`src/dpll_ref_pkg.sv`:
```
// constants for the per-loop fourth-reference profile register bank
// Overview of operation
// - two-bit priority in bits 2:1, 0 highest
// - bit 0 enables locking to this input
// - 17-bit bandwidth from three bytes, 0.1 Hz
// - bit 1 of third byte picks filter
// - 18-bit divider minus one over three bytes
// - 24-bit numerator, least significant byte first
// - 24-bit modulus, least significant byte first
// - second loop copy sits 0x0100 higher
// - third loop copy sits 0x0200 higher
package dpll_ref_pkg;

  localparam int ADDR_W    = 12;  // register address width
  localparam int DATA_W    = 8;   // register data width
  localparam int NUM_BYTES = 13;  // bytes in one bank
  localparam int NUM_LOOPS = 3;   // digital loops carrying a bank
  localparam int NUM_REFS  = 4;   // reference inputs per loop

  // byte offsets of the first loop's bank
  localparam logic [11:0] OFS_REF_PRIORITY_ENABLE = 12'h467;
  localparam logic [11:0] OFS_LOOP_BW_SCALE_LOW   = 12'h468;
  localparam logic [11:0] OFS_LOOP_BW_SCALE_MID   = 12'h469;
  localparam logic [11:0] OFS_LOOP_BW_SCALE_HIGH_FILTER_SEL = 12'h46a;
  localparam logic [11:0] OFS_INT_DIVIDER_LOW     = 12'h46b;
  localparam logic [11:0] OFS_INT_DIVIDER_MID     = 12'h46c;
  localparam logic [11:0] OFS_INT_DIVIDER_HIGH    = 12'h46d;
  localparam logic [11:0] OFS_FRAC_NUMERATOR_LOW  = 12'h46e;
  localparam logic [11:0] OFS_FRAC_NUMERATOR_MID  = 12'h46f;
  localparam logic [11:0] OFS_FRAC_NUMERATOR_HIGH = 12'h470;
  localparam logic [11:0] OFS_FRAC_MODULUS_LOW    = 12'h471;
  localparam logic [11:0] OFS_FRAC_MODULUS_MID    = 12'h472;
  localparam logic [11:0] OFS_FRAC_MODULUS_HIGH   = 12'h473;

  localparam logic [11:0] BANK_BASE   = OFS_REF_PRIORITY_ENABLE;
  localparam logic [11:0] LOOP_STRIDE = 12'h100;

  // byte index of each register inside a bank
  localparam int IDX_CTRL    = 0;
  localparam int IDX_BW_LO   = 1;
  localparam int IDX_BW_MID  = 2;
  localparam int IDX_BW_HI   = 3;
  localparam int IDX_DIV_LO  = 4;
  localparam int IDX_DIV_MID = 5;
  localparam int IDX_DIV_HI  = 6;
  localparam int IDX_NUM_LO  = 7;
  localparam int IDX_NUM_MID = 8;
  localparam int IDX_NUM_HI  = 9;
  localparam int IDX_MOD_LO  = 10;
  localparam int IDX_MOD_MID = 11;
  localparam int IDX_MOD_HI  = 12;

  // field positions
  localparam int ENABLE_BIT = 0;  // control byte enable
  localparam int PRIO_LSB   = 1;  // control byte priority low bit
  localparam int BW16_BIT   = 0;  // third bandwidth byte, bit 16
  localparam int FILTER_BIT = 1;  // third bandwidth byte, filter pick

  // writable bits per byte, index 12 down to 0; reserved bits stay 0
  localparam logic [12:0][7:0] BYTE_MASK = {
    8'hff, 8'hff, 8'hff, 8'hff, 8'hff, 8'hff,
    8'h03, 8'hff, 8'hff, 8'h03, 8'hff, 8'hff, 8'h07};

  localparam logic [7:0] RST_BYTE  = 8'h00;  // every byte resets to zero
  localparam logic [3:0] RST_USABLE = 4'h0;  // no input usable at reset

endpackage

```
`src/dpll_reference_profile_regs.sv`:
```
// fourth-reference profile banks for three digital loops, with selection
//
// The strobed register port was chosen for this implementation.
`timescale 1ns/1ps
module dpll_reference_profile_regs #(
  parameter int NL = dpll_ref_pkg::NUM_LOOPS,  // loops with a bank
  parameter int NR = dpll_ref_pkg::NUM_REFS    // references per loop
) (
  // clock and reset
  input  wire logic                     clock,
  input  wire logic                     rst,
  // register port
  input  wire logic [11:0]              reg_addr,
  input  wire logic [7:0]               reg_wdata,
  input  wire logic                     reg_wr,
  input  wire logic                     reg_rd,
  output logic      [7:0]               reg_rdata,
  // reference qualification pins, one per reference input
  input  wire logic [NR-1:0]            ref_usable_pin,
  // settings of the first three references, per loop
  input  wire logic [NL-1:0][2:0][1:0]  other_ref_priority,
  input  wire logic [NL-1:0][2:0]       other_ref_enable,
  // decoded fields of the fourth reference, per loop
  output logic      [NL-1:0][1:0]       fourth_ref_priority,
  output logic      [NL-1:0]            fourth_ref_enable,
  output logic      [NL-1:0][16:0]      loop_bw_scale,
  output logic      [NL-1:0]            high_margin_filter,
  output logic      [NL-1:0][17:0]      integer_feedback_count,
  output logic      [NL-1:0][23:0]      fractional_numerator,
  output logic      [NL-1:0][23:0]      fractional_modulus,
  // chosen reference per loop
  output logic      [NL-1:0][1:0]       sel_ref,
  output logic      [NL-1:0]            sel_valid
);

  // ------------------------------------------------------------------
  // bank storage
  // ------------------------------------------------------------------

  logic [NL-1:0][12:0][7:0] bank_bytes;  // raw bytes of each bank
  logic [NL-1:0]            bank_hit;    // read address lands in bank
  logic [NL-1:0][7:0]       bank_rd;     // byte read from each bank

  // one bank per loop, each placed one stride above the last
  genvar g;
  generate
    for (g = 0; g < NL; g++)
    begin : gen_bank
      reference_profile_bank #(
        .BASE (12'(dpll_ref_pkg::BANK_BASE
                   + 12'(g) * dpll_ref_pkg::LOOP_STRIDE))
      ) u_bank (
        .clock     (clock),
        .rst       (rst),
        .addr      (reg_addr),
        .wdata     (reg_wdata),
        .wr_stb    (reg_wr),
        .rd_hit    (bank_hit[g]),
        .rd_byte   (bank_rd[g]),
        .bytes_out (bank_bytes[g])
      );
    end
  endgenerate

  // ------------------------------------------------------------------
  // field decode, straight from the bank flip-flops
  // ------------------------------------------------------------------

  generate
    for (g = 0; g < NL; g++)
    begin : gen_fields
      // control byte: enable in bit 0
      assign fourth_ref_enable[g] =
        bank_bytes[g][dpll_ref_pkg::IDX_CTRL][dpll_ref_pkg::ENABLE_BIT];
      // control byte: priority level in bits 2:1
      assign fourth_ref_priority[g] =
        bank_bytes[g][dpll_ref_pkg::IDX_CTRL][dpll_ref_pkg::PRIO_LSB +: 2];
      // bandwidth in 0.1 Hz steps, bit 16 in the third byte
      assign loop_bw_scale[g] = {
        bank_bytes[g][dpll_ref_pkg::IDX_BW_HI][dpll_ref_pkg::BW16_BIT],
        bank_bytes[g][dpll_ref_pkg::IDX_BW_MID],
        bank_bytes[g][dpll_ref_pkg::IDX_BW_LO]};
      // filter pick: 0 normal margin, 1 high margin
      assign high_margin_filter[g] =
        bank_bytes[g][dpll_ref_pkg::IDX_BW_HI][dpll_ref_pkg::FILTER_BIT];
      // divider held as ratio minus one, top two bits in the third byte
      assign integer_feedback_count[g] = {
        bank_bytes[g][dpll_ref_pkg::IDX_DIV_HI][1:0],
        bank_bytes[g][dpll_ref_pkg::IDX_DIV_MID],
        bank_bytes[g][dpll_ref_pkg::IDX_DIV_LO]};
      // numerator, low byte at the lowest address
      assign fractional_numerator[g] = {
        bank_bytes[g][dpll_ref_pkg::IDX_NUM_HI],
        bank_bytes[g][dpll_ref_pkg::IDX_NUM_MID],
        bank_bytes[g][dpll_ref_pkg::IDX_NUM_LO]};
      // modulus, low byte at the lowest address
      assign fractional_modulus[g] = {
        bank_bytes[g][dpll_ref_pkg::IDX_MOD_HI],
        bank_bytes[g][dpll_ref_pkg::IDX_MOD_MID],
        bank_bytes[g][dpll_ref_pkg::IDX_MOD_LO]};
    end
  endgenerate

  // ------------------------------------------------------------------
  // read data: one cycle after the strobe, zero otherwise
  // ------------------------------------------------------------------

  logic [7:0] rdata_q;  // registered read data
  logic [7:0] rdata_d;  // next read data

  // merge bank answers; banks never overlap so at most one hits
  always_comb
  begin
    rdata_d = 8'h00;
    if (reg_rd)
    begin
      for (int i = 0; i < NL; i++)
      begin
        if (bank_hit[i])
          rdata_d = rdata_d | bank_rd[i];
      end
    end
  end

  // read data register; unmapped addresses answer zero
  always_ff @(posedge clock or posedge rst)
  begin
    if (rst)
      rdata_q <= 8'h00;
    else
      rdata_q <= rdata_d;
  end

  assign reg_rdata = rdata_q;

  // ------------------------------------------------------------------
  // usable pins: three-stage synchroniser with agreement filter
  // ------------------------------------------------------------------

  logic [NR-1:0] sync1_q;   // first stage, read only by the second
  logic [NR-1:0] sync2_q;   // second stage
  logic [NR-1:0] sync3_q;   // third stage
  logic [NR-1:0] usable_q;  // accepted level
  logic [NR-1:0] usable_d;  // next accepted level

  // a change counts once stages two and three agree
  always_comb
  begin
    usable_d = usable_q;
    for (int i = 0; i < NR; i++)
    begin
      if (sync2_q[i] == sync3_q[i])
        usable_d[i] = sync3_q[i];
    end
  end

  // synchroniser chain and accepted level
  always_ff @(posedge clock or posedge rst)
  begin
    if (rst)
    begin
      sync1_q  <= dpll_ref_pkg::RST_USABLE;
      sync2_q  <= dpll_ref_pkg::RST_USABLE;
      sync3_q  <= dpll_ref_pkg::RST_USABLE;
      usable_q <= dpll_ref_pkg::RST_USABLE;
    end
    else
    begin
      sync1_q  <= ref_usable_pin;
      sync2_q  <= sync1_q;
      sync3_q  <= sync2_q;
      usable_q <= usable_d;
    end
  end

  // ------------------------------------------------------------------
  // reference selection per loop
  // ------------------------------------------------------------------

  // picks the enabled, usable input with the lowest level;
  // ties go to the lowest input number; returns {valid, index}
  function automatic logic [2:0] pick(
    input logic [3:0]      en,
    input logic [3:0][1:0] lvl,
    input logic [3:0]      ok
  );
    logic       found;
    logic [1:0] best;
    logic [1:0] best_lvl;
    found    = 1'b0;
    best     = 2'd0;
    best_lvl = 2'd3;
    for (int i = 0; i < 4; i++)
    begin
      if (en[i] && ok[i] && (!found || lvl[i] < best_lvl))
      begin
        found    = 1'b1;
        best     = 2'(i);
        best_lvl = lvl[i];
      end
    end
    pick = {found, best};
  endfunction

  logic [NL-1:0][1:0] sel_ref_q;    // chosen input per loop
  logic [NL-1:0][1:0] sel_ref_d;    // next chosen input
  logic [NL-1:0]      sel_valid_q;  // an enabled, usable input exists
  logic [NL-1:0]      sel_valid_d;  // next valid flag

  // evaluate every loop from its four reference settings
  always_comb
  begin
    logic [2:0] res;
    res         = 3'd0;
    sel_ref_d   = sel_ref_q;
    sel_valid_d = sel_valid_q;
    for (int l = 0; l < NL; l++)
    begin
      res = pick({fourth_ref_enable[l], other_ref_enable[l]},
                 {fourth_ref_priority[l], other_ref_priority[l]},
                 usable_q);
      sel_valid_d[l] = res[2];
      sel_ref_d[l]   = res[1:0];
    end
  end

  // selection registers
  always_ff @(posedge clock or posedge rst)
  begin
    if (rst)
    begin
      sel_ref_q   <= '0;
      sel_valid_q <= '0;
    end
    else
    begin
      sel_ref_q   <= sel_ref_d;
      sel_valid_q <= sel_valid_d;
    end
  end

  assign sel_ref   = sel_ref_q;
  assign sel_valid = sel_valid_q;

endmodule

```
`src/reference_profile_bank.sv`:
```
// one thirteen-byte profile bank with its address decode
`timescale 1ns/1ps
module reference_profile_bank #(
  parameter logic [11:0] BASE = dpll_ref_pkg::BANK_BASE
) (
  input  wire logic                  clock,
  input  wire logic                  rst,
  input  wire logic [11:0]           addr,
  input  wire logic [7:0]            wdata,
  input  wire logic                  wr_stb,
  output logic                       rd_hit,
  output logic      [7:0]            rd_byte,
  output logic      [12:0][7:0]      bytes_out
);

  logic [12:0][7:0] bytes_q;  // stored bytes
  logic [12:0][7:0] bytes_d;  // next bytes
  logic [4:0]       dec;      // hit flag and byte index

  // maps an address to {hit, index}; used by both read and write paths
  function automatic logic [4:0] decode(input logic [11:0] a);
    logic [11:0] rel;
    rel = a - BASE;
    if (a >= BASE && rel < 12'(dpll_ref_pkg::NUM_BYTES))
      decode = {1'b1, rel[3:0]};
    else
      decode = 5'h00;
  endfunction

  assign dec = decode(addr);

  // write path: only writable bits are kept, reserved bits stay zero
  always_comb
  begin
    bytes_d = bytes_q;
    if (wr_stb && dec[4])
    begin
      bytes_d[dec[3:0]] = wdata & dpll_ref_pkg::BYTE_MASK[dec[3:0]];
    end
  end

  // state register, all bytes clear at reset
  always_ff @(posedge clock or posedge rst)
  begin
    if (rst)
      bytes_q <= {13{dpll_ref_pkg::RST_BYTE}};
    else
      bytes_q <= bytes_d;
  end

  // read path, combinational; the top registers it
  always_comb
  begin
    rd_hit  = dec[4];
    rd_byte = dec[4] ? bytes_q[dec[3:0]] : 8'h00;
  end

  assign bytes_out = bytes_q;

endmodule

```
`config.mk`:
```
export PLATFORM = sky130hd
export DESIGN_NAME = dpll_reference_profile_regs
export DESIGN_NICKNAME = d
export VERILOG_FILES = /design/src/dpll_ref_pkg.sv /design/src/dpll_reference_profile_regs.sv /design/src/reference_profile_bank.sv
export SDC_FILE = /design/constraint.sdc
export NUM_CORES = 1
export LEC_CHECK = 0
export BUFFER_PORTS_ARGS = -buffer_cell sky130_fd_sc_hd__buf_2
export CAP_MARGIN = 10
export CORE_ASPECT_RATIO = 1.5
export CORE_MARGIN = 2
export CORE_UTILIZATION = 45
export CTS_CLUSTER_SIZE = 12
export DETAILED_ROUTE_END_ITERATION = 10
export PLACE_DENSITY = 0.67
export SETUP_SLACK_MARGIN = 0.3
export SYNTH_ARGS = -nofsm -noshare
export SYNTH_HDL_FRONTEND = slang
export SYNTH_HIERARCHICAL = 1
export SYNTH_SLANG_ARGS = --single-unit
```
`constraint.sdc`:
```
create_clock -name clock -period 9.2 [get_ports clock]
set_input_delay 0.92 -clock clock [delete_from_list [all_inputs] [get_ports clock]]
set_output_delay 0.92 -clock clock [all_outputs]
set_load 0.01 [all_outputs]
```
==> results of run 1 <==
-- worst max-delay path, stage by stage --
cell and delay [ps]:
buf_6 350, buf_4 600, buf_4 620, nor2b_1 590, nand2_1 260, a31oi_1 590, nor4b_2 160, nand2_1 300
o21ai_0 160
-- registers in the layout, summed over array words and instances (netlist names) --
name                       flops
gen_bank.u_bank/bytes_out    312
reg_rdata                      8
sel_ref                        6
sync1_q                        4
sync2_q                        4
sync3_q                        4
usable_q                       4
sel_valid                      3
-- worst paths after layout --
kind | endpoint | cells after the start | startpoint
setup reg to reg | sel_ref[2] | 13 | usable_q[1]
max in group asynchronous | gen_bank[0].u_bank/bytes_out[23] | 3 | rst
min in group asynchronous | gen_bank[0].u_bank/bytes_out[72] | 2 | rst
setup / recovery | gen_bank[0].u_bank/bytes_out[101] | 9 | reg_addr[0]
hold reg to reg | sync2_q[3] | 0 | sync1_q[3]
hold / removal | sync2_q[3] | 0 | sync1_q[3]
-- power by group through the flow --
stage                     registers [mW]  logic, mW  clock network (mW)
final                               1.55      0.362                1.50
after detailed placement            1.57      0.357                   0
after global routing                1.55      0.393                1.60
after floorplan                     1.57      0.245                   0
after CTS                           1.55      0.359                1.53
after global placement              1.57      0.351                   0
-- cell usage in the layout (no fill, tap or decap), types with 12 or more instances in the layout --
master     instances
a211oi_1          12
a21oi_1           36
and2_1            22
buf_2            331
buf_4             18
clkbuf_1          14
clkbuf_16         38
dfrtp_1          345
inv_1             79
mux2_2           136
mux2_4            24
mux2i_1           76
mux4_2            48
nand2_1           99
nand3_1           31
nor2_1            67
nor2b_1           48
nor3_1            25
nor4_4            16
o21ai_0           74
o21ai_1           14
o22ai_1           21
or4_1             12
-- cells in the mapped netlist, types with 25 or more instances --
cell and number:
o21ai_0 74, mux2i_1 77, mux2_2 136, a21oi_1 36, nor2_1 67, dfrtp_1 345, inv_1 82, mux4_2 48
nor2b_1 48, clkbuf_1 39, nand3_1 31, nor3_1 25, nand2_1 99
-- metal layers --
| layer | vias up | wire length (µm) |
|---|---|---|
| li1 | 6156 | - |
| met1 | 7104 | 21500 |
| met2 | 646 | 27800 |
| met3 | 140 | 4160 |
| met4 | 0 | 3000 |
| met5 | - | 0 |
-- area by class of cell --
class	instances	area, µm²	share of cell area
flip-flops and latches	345	8630	0.409
multi-input cells	997	8540	0.405
repair buffers	350	1800	0.0855
clock buffers	55	1040	0.0495
well taps	500	626	0.0297
inverters	82	315	0.0149
clock inverters	6	141	0.00670
-- cells by family after synthesis --
family	after synthesis	share of synthesized area
muxes	289	0.211
buffers and inverters	170	0.0456
DFF	345	0.481
and+or+nand+nor	397	0.133
xor gates and xnor gates	17	0.0101
AOI/OAI and AO/OA	279	0.110
adders and majority gates	15	0.00962
==> results.md, run 1 <==
- Status: finished clean
- Synth Register Bits: 345
- Clk_lat worst skew: 530 ps
- RSZ-0062 raised after global routing: false
- Busiest grt layer: met2
- Pre-antenna DRT Iters: 7
- Synth Instances: 1512
- Worst hold path type: reg -> reg
- Setup Viol. Count Final: 0
- Tcrit/Tclk final: 0.462
- Final Max Tran Viols: 0
- Total gr overflow: 0
- Final worst slack: 4950 ps
- Startpoint types: input port
- Synth Flop Type: dfrtp_1
- Vias per cell: 6.02
- FF-to-FF setup slack: 5960 ps
- Sequential Power Share: 0.453
- Worst vdd ir: 0.124 mV
- Layout fillers: 3430
- Fin area: 21100 µm²
- GRT Total Usage: 0.268
- Met3 Track Usage GR: 0.0476
- Initial DRC Count: 1313
- Clock power frac: 0.441
- Max_slew headroom: 0.207
- First-pass GRT wire length: 86300 µm
- Smallest hold slack: 353 ps
- Sequential-to-total area share from yosys stat: 0.481
- Pwr Density: 162 nW/µm²
- Die Footprint: 41500 µm²
- Global placement routability congestion: 0.858
- Clk slew on worst S/H paths: 60 ps
- Share of layout cells above drive strength 1: 0.366
- WL/cell: 24.2 µm
- DP Area: 19900 µm²
- Post-synth ARST share: 1.00
- Number of global-route vias before repair: 14221
- Die Width: 167 µm
- Post-route ant nets: 0
- Routed vias: 14046
- Synth area leader: dfrtp_1
- Final Hold Viols: 0
- Final setup TNS: 0 ps
- Met1 Usage GRT: 0.337
- Post-Route WL: 56400 µm
- Ys Warns: 6
- Combinational power share: 0.106
- Crit Path Max Fanout: 48
- # resized after CTS: 0
- Post-cts hold buffer count: 0
- Nets: 1877
- Area Growth Syn to Fin: 17.6%
- Post-synth top area share: 0.481
- Synth area leaders: dfrtp_1, mux2_2, mux4_2
- Starting Density: 0.456
- Crit path DAT: 4650 ps
- Design Power: 3.41 mW
- F_max: 235 MHz
- CTS H-tree lvls: 2
- M2 GR Usage: 0.442
- Internal power: 2.54 mW
- MaxCap Viol Count: 0
- I/O pin total: 333
- Initial antenna violation count: 0
- CTS tree: done
- Critical path type: in -> reg
- Syn Nets: 1576
- Static Leak: 10.8 nW
- Final cell count without fillers: 2335
- Die height: 249 µm
- Tmin final: 4250 ps
- Post-synth EDFFs: 0
- Sw Share: 0.254
- Worst slack at placement: 4410 ps
- Slew @ Worst Pin: 1180 ps
- Avg Cell Area, Syn: 11.9 µm²
- Core area: 39300 µm²
- Hpwl dp: 40900 µm
- Mapped Area: 17900 µm²
- Largest net degree at the start of global routing: 89
- CTS Root Cell: clkbuf_16
- Req. time, crit path: 9600 ps
- Count of input and output buffers: 332
- Post-layout util: 0.537
- Critical Path End Type: flop
- Setup Buffers After CTS: 0
- Sink Count: 345
- N_diodes: 0
- Clock Tree Buf Depth: 3
- Cell count after placement: 2273
- Psw: 0.866 mW
- Yosys cell types: 92
- CTS buffer count: 37
- Max Clock Skew: 12.1 ps
- Row count: 89
- Residual DRC: 0
Power figures use the tool's default switching activity.
==> run 2: changes to the inputs <==
--- a/config.mk
+++ b/config.mk
@@ -12,7 +12,7 @@
 export CORE_UTILIZATION = 45
 export CTS_CLUSTER_SIZE = 12
 export DETAILED_ROUTE_END_ITERATION = 10
-export PLACE_DENSITY = 0.67
+export PLACE_DENSITY = 0.69
 export SETUP_SLACK_MARGIN = 0.3
 export SYNTH_ARGS = -nofsm -noshare
 export SYNTH_HDL_FRONTEND = slang
==> constraint.sdc (replaced) <==
create_clock -name clock -period 3.7 [get_ports clock]
set_input_delay 0.37 -clock clock [delete_from_list [all_inputs] [get_ports clock]]
set_output_delay 0.37 -clock clock [all_outputs]
set_load 0.01 [all_outputs]
==> run 2 against run 1 <==
Net effect:
- sequential cell count did not move
- critical endpoint is now sel_ref[2]
- clock power rose by 130%
- via count rose by 0.88%
- worst setup slack got worse by 4300 ps
- core utilization rose by 0.65 points
- critical path type is now reg -> reg
- sequential share of layout area fell by 0.49 points
- final cell count rose by 1.8%
- clock skew rose by 9.4 ps
==> results.md, run 2 (synthesized netlist as in run 1, its figures left out) <==
- Crit path cell chain: nand2_1, o22ai_1, ha_1, a21o_1, a21oi_1, a31oi_1, o31a_1, ha_1, inv_1, a2111oi_0, o32ai_1, o211ai_2, o31ai_1
- Clk slew on worst S/H paths: 50 ps (about the same)
- Critical Path End Type: flop
- Area Growth Syn to Fin: 19.0%
- Crit Path Max Fanout: 12 (-75%)
- Initial antenna violation count: 2 (+2)
- Routed vias: 14169 (+0.88%)
- Pre-antenna DRT Iters: 7 (unchanged)
- GRT Total Usage: 0.269 (+0.00122)
- Hpwl dp: 42500 µm (+4.0%)
- Starting Density: 0.456 (unchanged)
- Crit path DAT: 3470 ps (-1180 ps)
- Most used cell, CP: ha_1
- Slew @ Worst Pin: 1050 ps (-133 ps)
- Row count: 89 (unchanged)
- RSZ-0062 raised after global routing: false
- Setup Viol. Count Final: 0 (unchanged)
- Die height: 249 µm (unchanged)
- Setup Buffers After CTS: 0 (unchanged)
- I/O pin total: 333 (unchanged)
- CTS tree: done
- CTS Root Cell: clkbuf_16
- Req. time, crit path: 4100 ps (-5500 ps)
- Critical path type: reg -> reg
- Commonest non-fill, non-tap cells in the layout: dfrtp_1, buf_2, mux2_2
- Total gr overflow: 0 (unchanged)
- Worst path max stage delay: 610 ps (about the same)
- Most common cell after layout, fill and taps aside: dfrtp_1
- First-pass GRT wire length: 86400 µm (about the same)
- Share of layout cells above drive strength 1: 0.381 (+0.0146)
- CTS H-tree lvls: 2 (unchanged)
- Status: finished clean
- Post-route ant nets: 0 (unchanged)
- Vias per cell: 5.96 (-0.87%)
- Startpoint types: flop
- Largest net degree at the start of global routing: 81 (-9.0%)
- Smallest hold slack: 76.7 ps (-276 ps)
- Final Max Tran Viols: 0 (unchanged)
- CP max-delay cell: dfrtp_1
- Max_slew headroom: 0.295 (+0.0874)
- CTS buffer count: 36 (-2.7%)
- Max Clock Skew: 21.6 ps (+9.43 ps)
- Tcrit/Tclk final: 0.830
- MaxCap Viol Count: 0 (unchanged)
- Largest register FFs: 312 (unchanged)
- Final setup TNS: 0 ps (unchanged)
- Sink Count: 345 (unchanged)
- Count of input and output buffers: 332 (unchanged)
- WL/cell: 24.1 µm (-0.21%)
- Die Footprint: 41500 µm² (unchanged)
- Global placement routability congestion: 0.923 (+7.6%)
- Number of global-route vias before repair: 14051 (-1.2%)
- Clk_lat worst skew: 530 ps (about the same)
- Worst vdd ir: 0.465 mV (+270%)
- Worst hold path type: in -> async
- Nets: 1921 (+2.3%)
- Static Leak: 10.9 nW (+1.7%)
- Pwr Density: 384 nW/µm² (+140%)
- Residual DRC: 0 (unchanged)
- Core area: 39300 µm² (unchanged)
- Final Hold Viols: 0 (unchanged)
- F_max: 325 MHz
- Die Width: 167 µm (unchanged)
- Clock Tree Buf Depth: 3 (unchanged)
- Tmin final: 3070 ps
- Initial DRC Count: 1364 (+3.9%)
- Post-Route WL: 57300 µm (+1.5%)
[run 2: cell count changes in the layout (fill, tap and decap cells not counted), sizes merged]
cell,previous run,this run
buf,350,391
inv,82,84
dlygate4sd3,0,4
clkbuf,55,52
bufinv,4,0
diode,0,1
[run 2: path summary, 6_finish.rpt]
check / slack [ps] / startpoint / end / cells after the start
max in group asynchronous: 2740 / rst / gen_bank[1].u_bank/bytes_out[49] / 3
min in group clock: 130 / other_ref_enable[8] / sel_valid[2] / 3
worst min-delay path: 80 / rst / gen_bank[0].u_bank/bytes_out[5] / 2
worst min register to register: 350 / sync1_q[1] / sync2_q[1] / 0
worst max register to register: 630 / usable_q[0] / sel_ref[2] / 13
worst max-delay path: 630 / usable_q[0] / sel_ref[2] / 13
[run 2: timing repair]
| item | 4_1_cts | 5_1_grt |
|---|---|---|
| gates resized for setup | 0 | 1 |
| hold buffers | 4 | 0 |
| endpoints found under the hold margin | 4 | 0 |
| endpoints found under the setup margin | 0 | 2 |
[run 2: through the flow]
| step | power [mW] | area, µm² | cells | setup slack [ps] | util |
|---|---|---|---|---|---|
| after global placement | 4.83 | 20200 | 2315 | 285 | 0.515 |
| after detailed placement | 4.85 | 20200 | 2315 | 222 | 0.515 |
| after CTS | 8.25 | 21400 | 2375 | 533 | 0.543 |
| after global routing | 8.48 | 21400 | 2376 | 336 | 0.543 |
| after floorplan | 4.52 | 17900 | 1512 | 598 | - |
| final | 8.20 | 21400 | 2376 | 627 | 0.543 |
[run 2: routing by layer]
layer	part of all wire	global-route usage
met5	0.00026	0
met4	0.053	0.136
met3	0.065	0.0427
met2	0.49	0.449
met1	0.39	0.339
[run 2: worst max-delay path, delay by kind of cell (launching register included)]
family	cells	cell delay, ps
fa+ha+maj	2	600
flops	1	610
buf+inv	1	40
simple gates	1	180
compound gates	9	1520
[run 2: cell type report]
class                           count  area, µm²
Inverter                           82        315
Timing Repair Buffer              395       2170
Sequential cell                   345       8630
Antenna cell                        1       2.50
Fill cell                        3387      18000
Clock buffer                       52       1040
Tap cell                          500        626
Clock inverter                      4       27.5
Multi-Input combinational cell    997       8540
[run 2: power breakdown]
| group | switching [mW] | leakage, nW | internal (mW) |
|---|---|---|---|
| Clock | 1.46 | 0.527 | 1.94 |
| Combinational | 0.623 | 5.94 | 0.324 |
| Sequential | 0.0329 | 4.47 | 3.81 |
| Total | 2.12 | 10.9 | 6.08 |
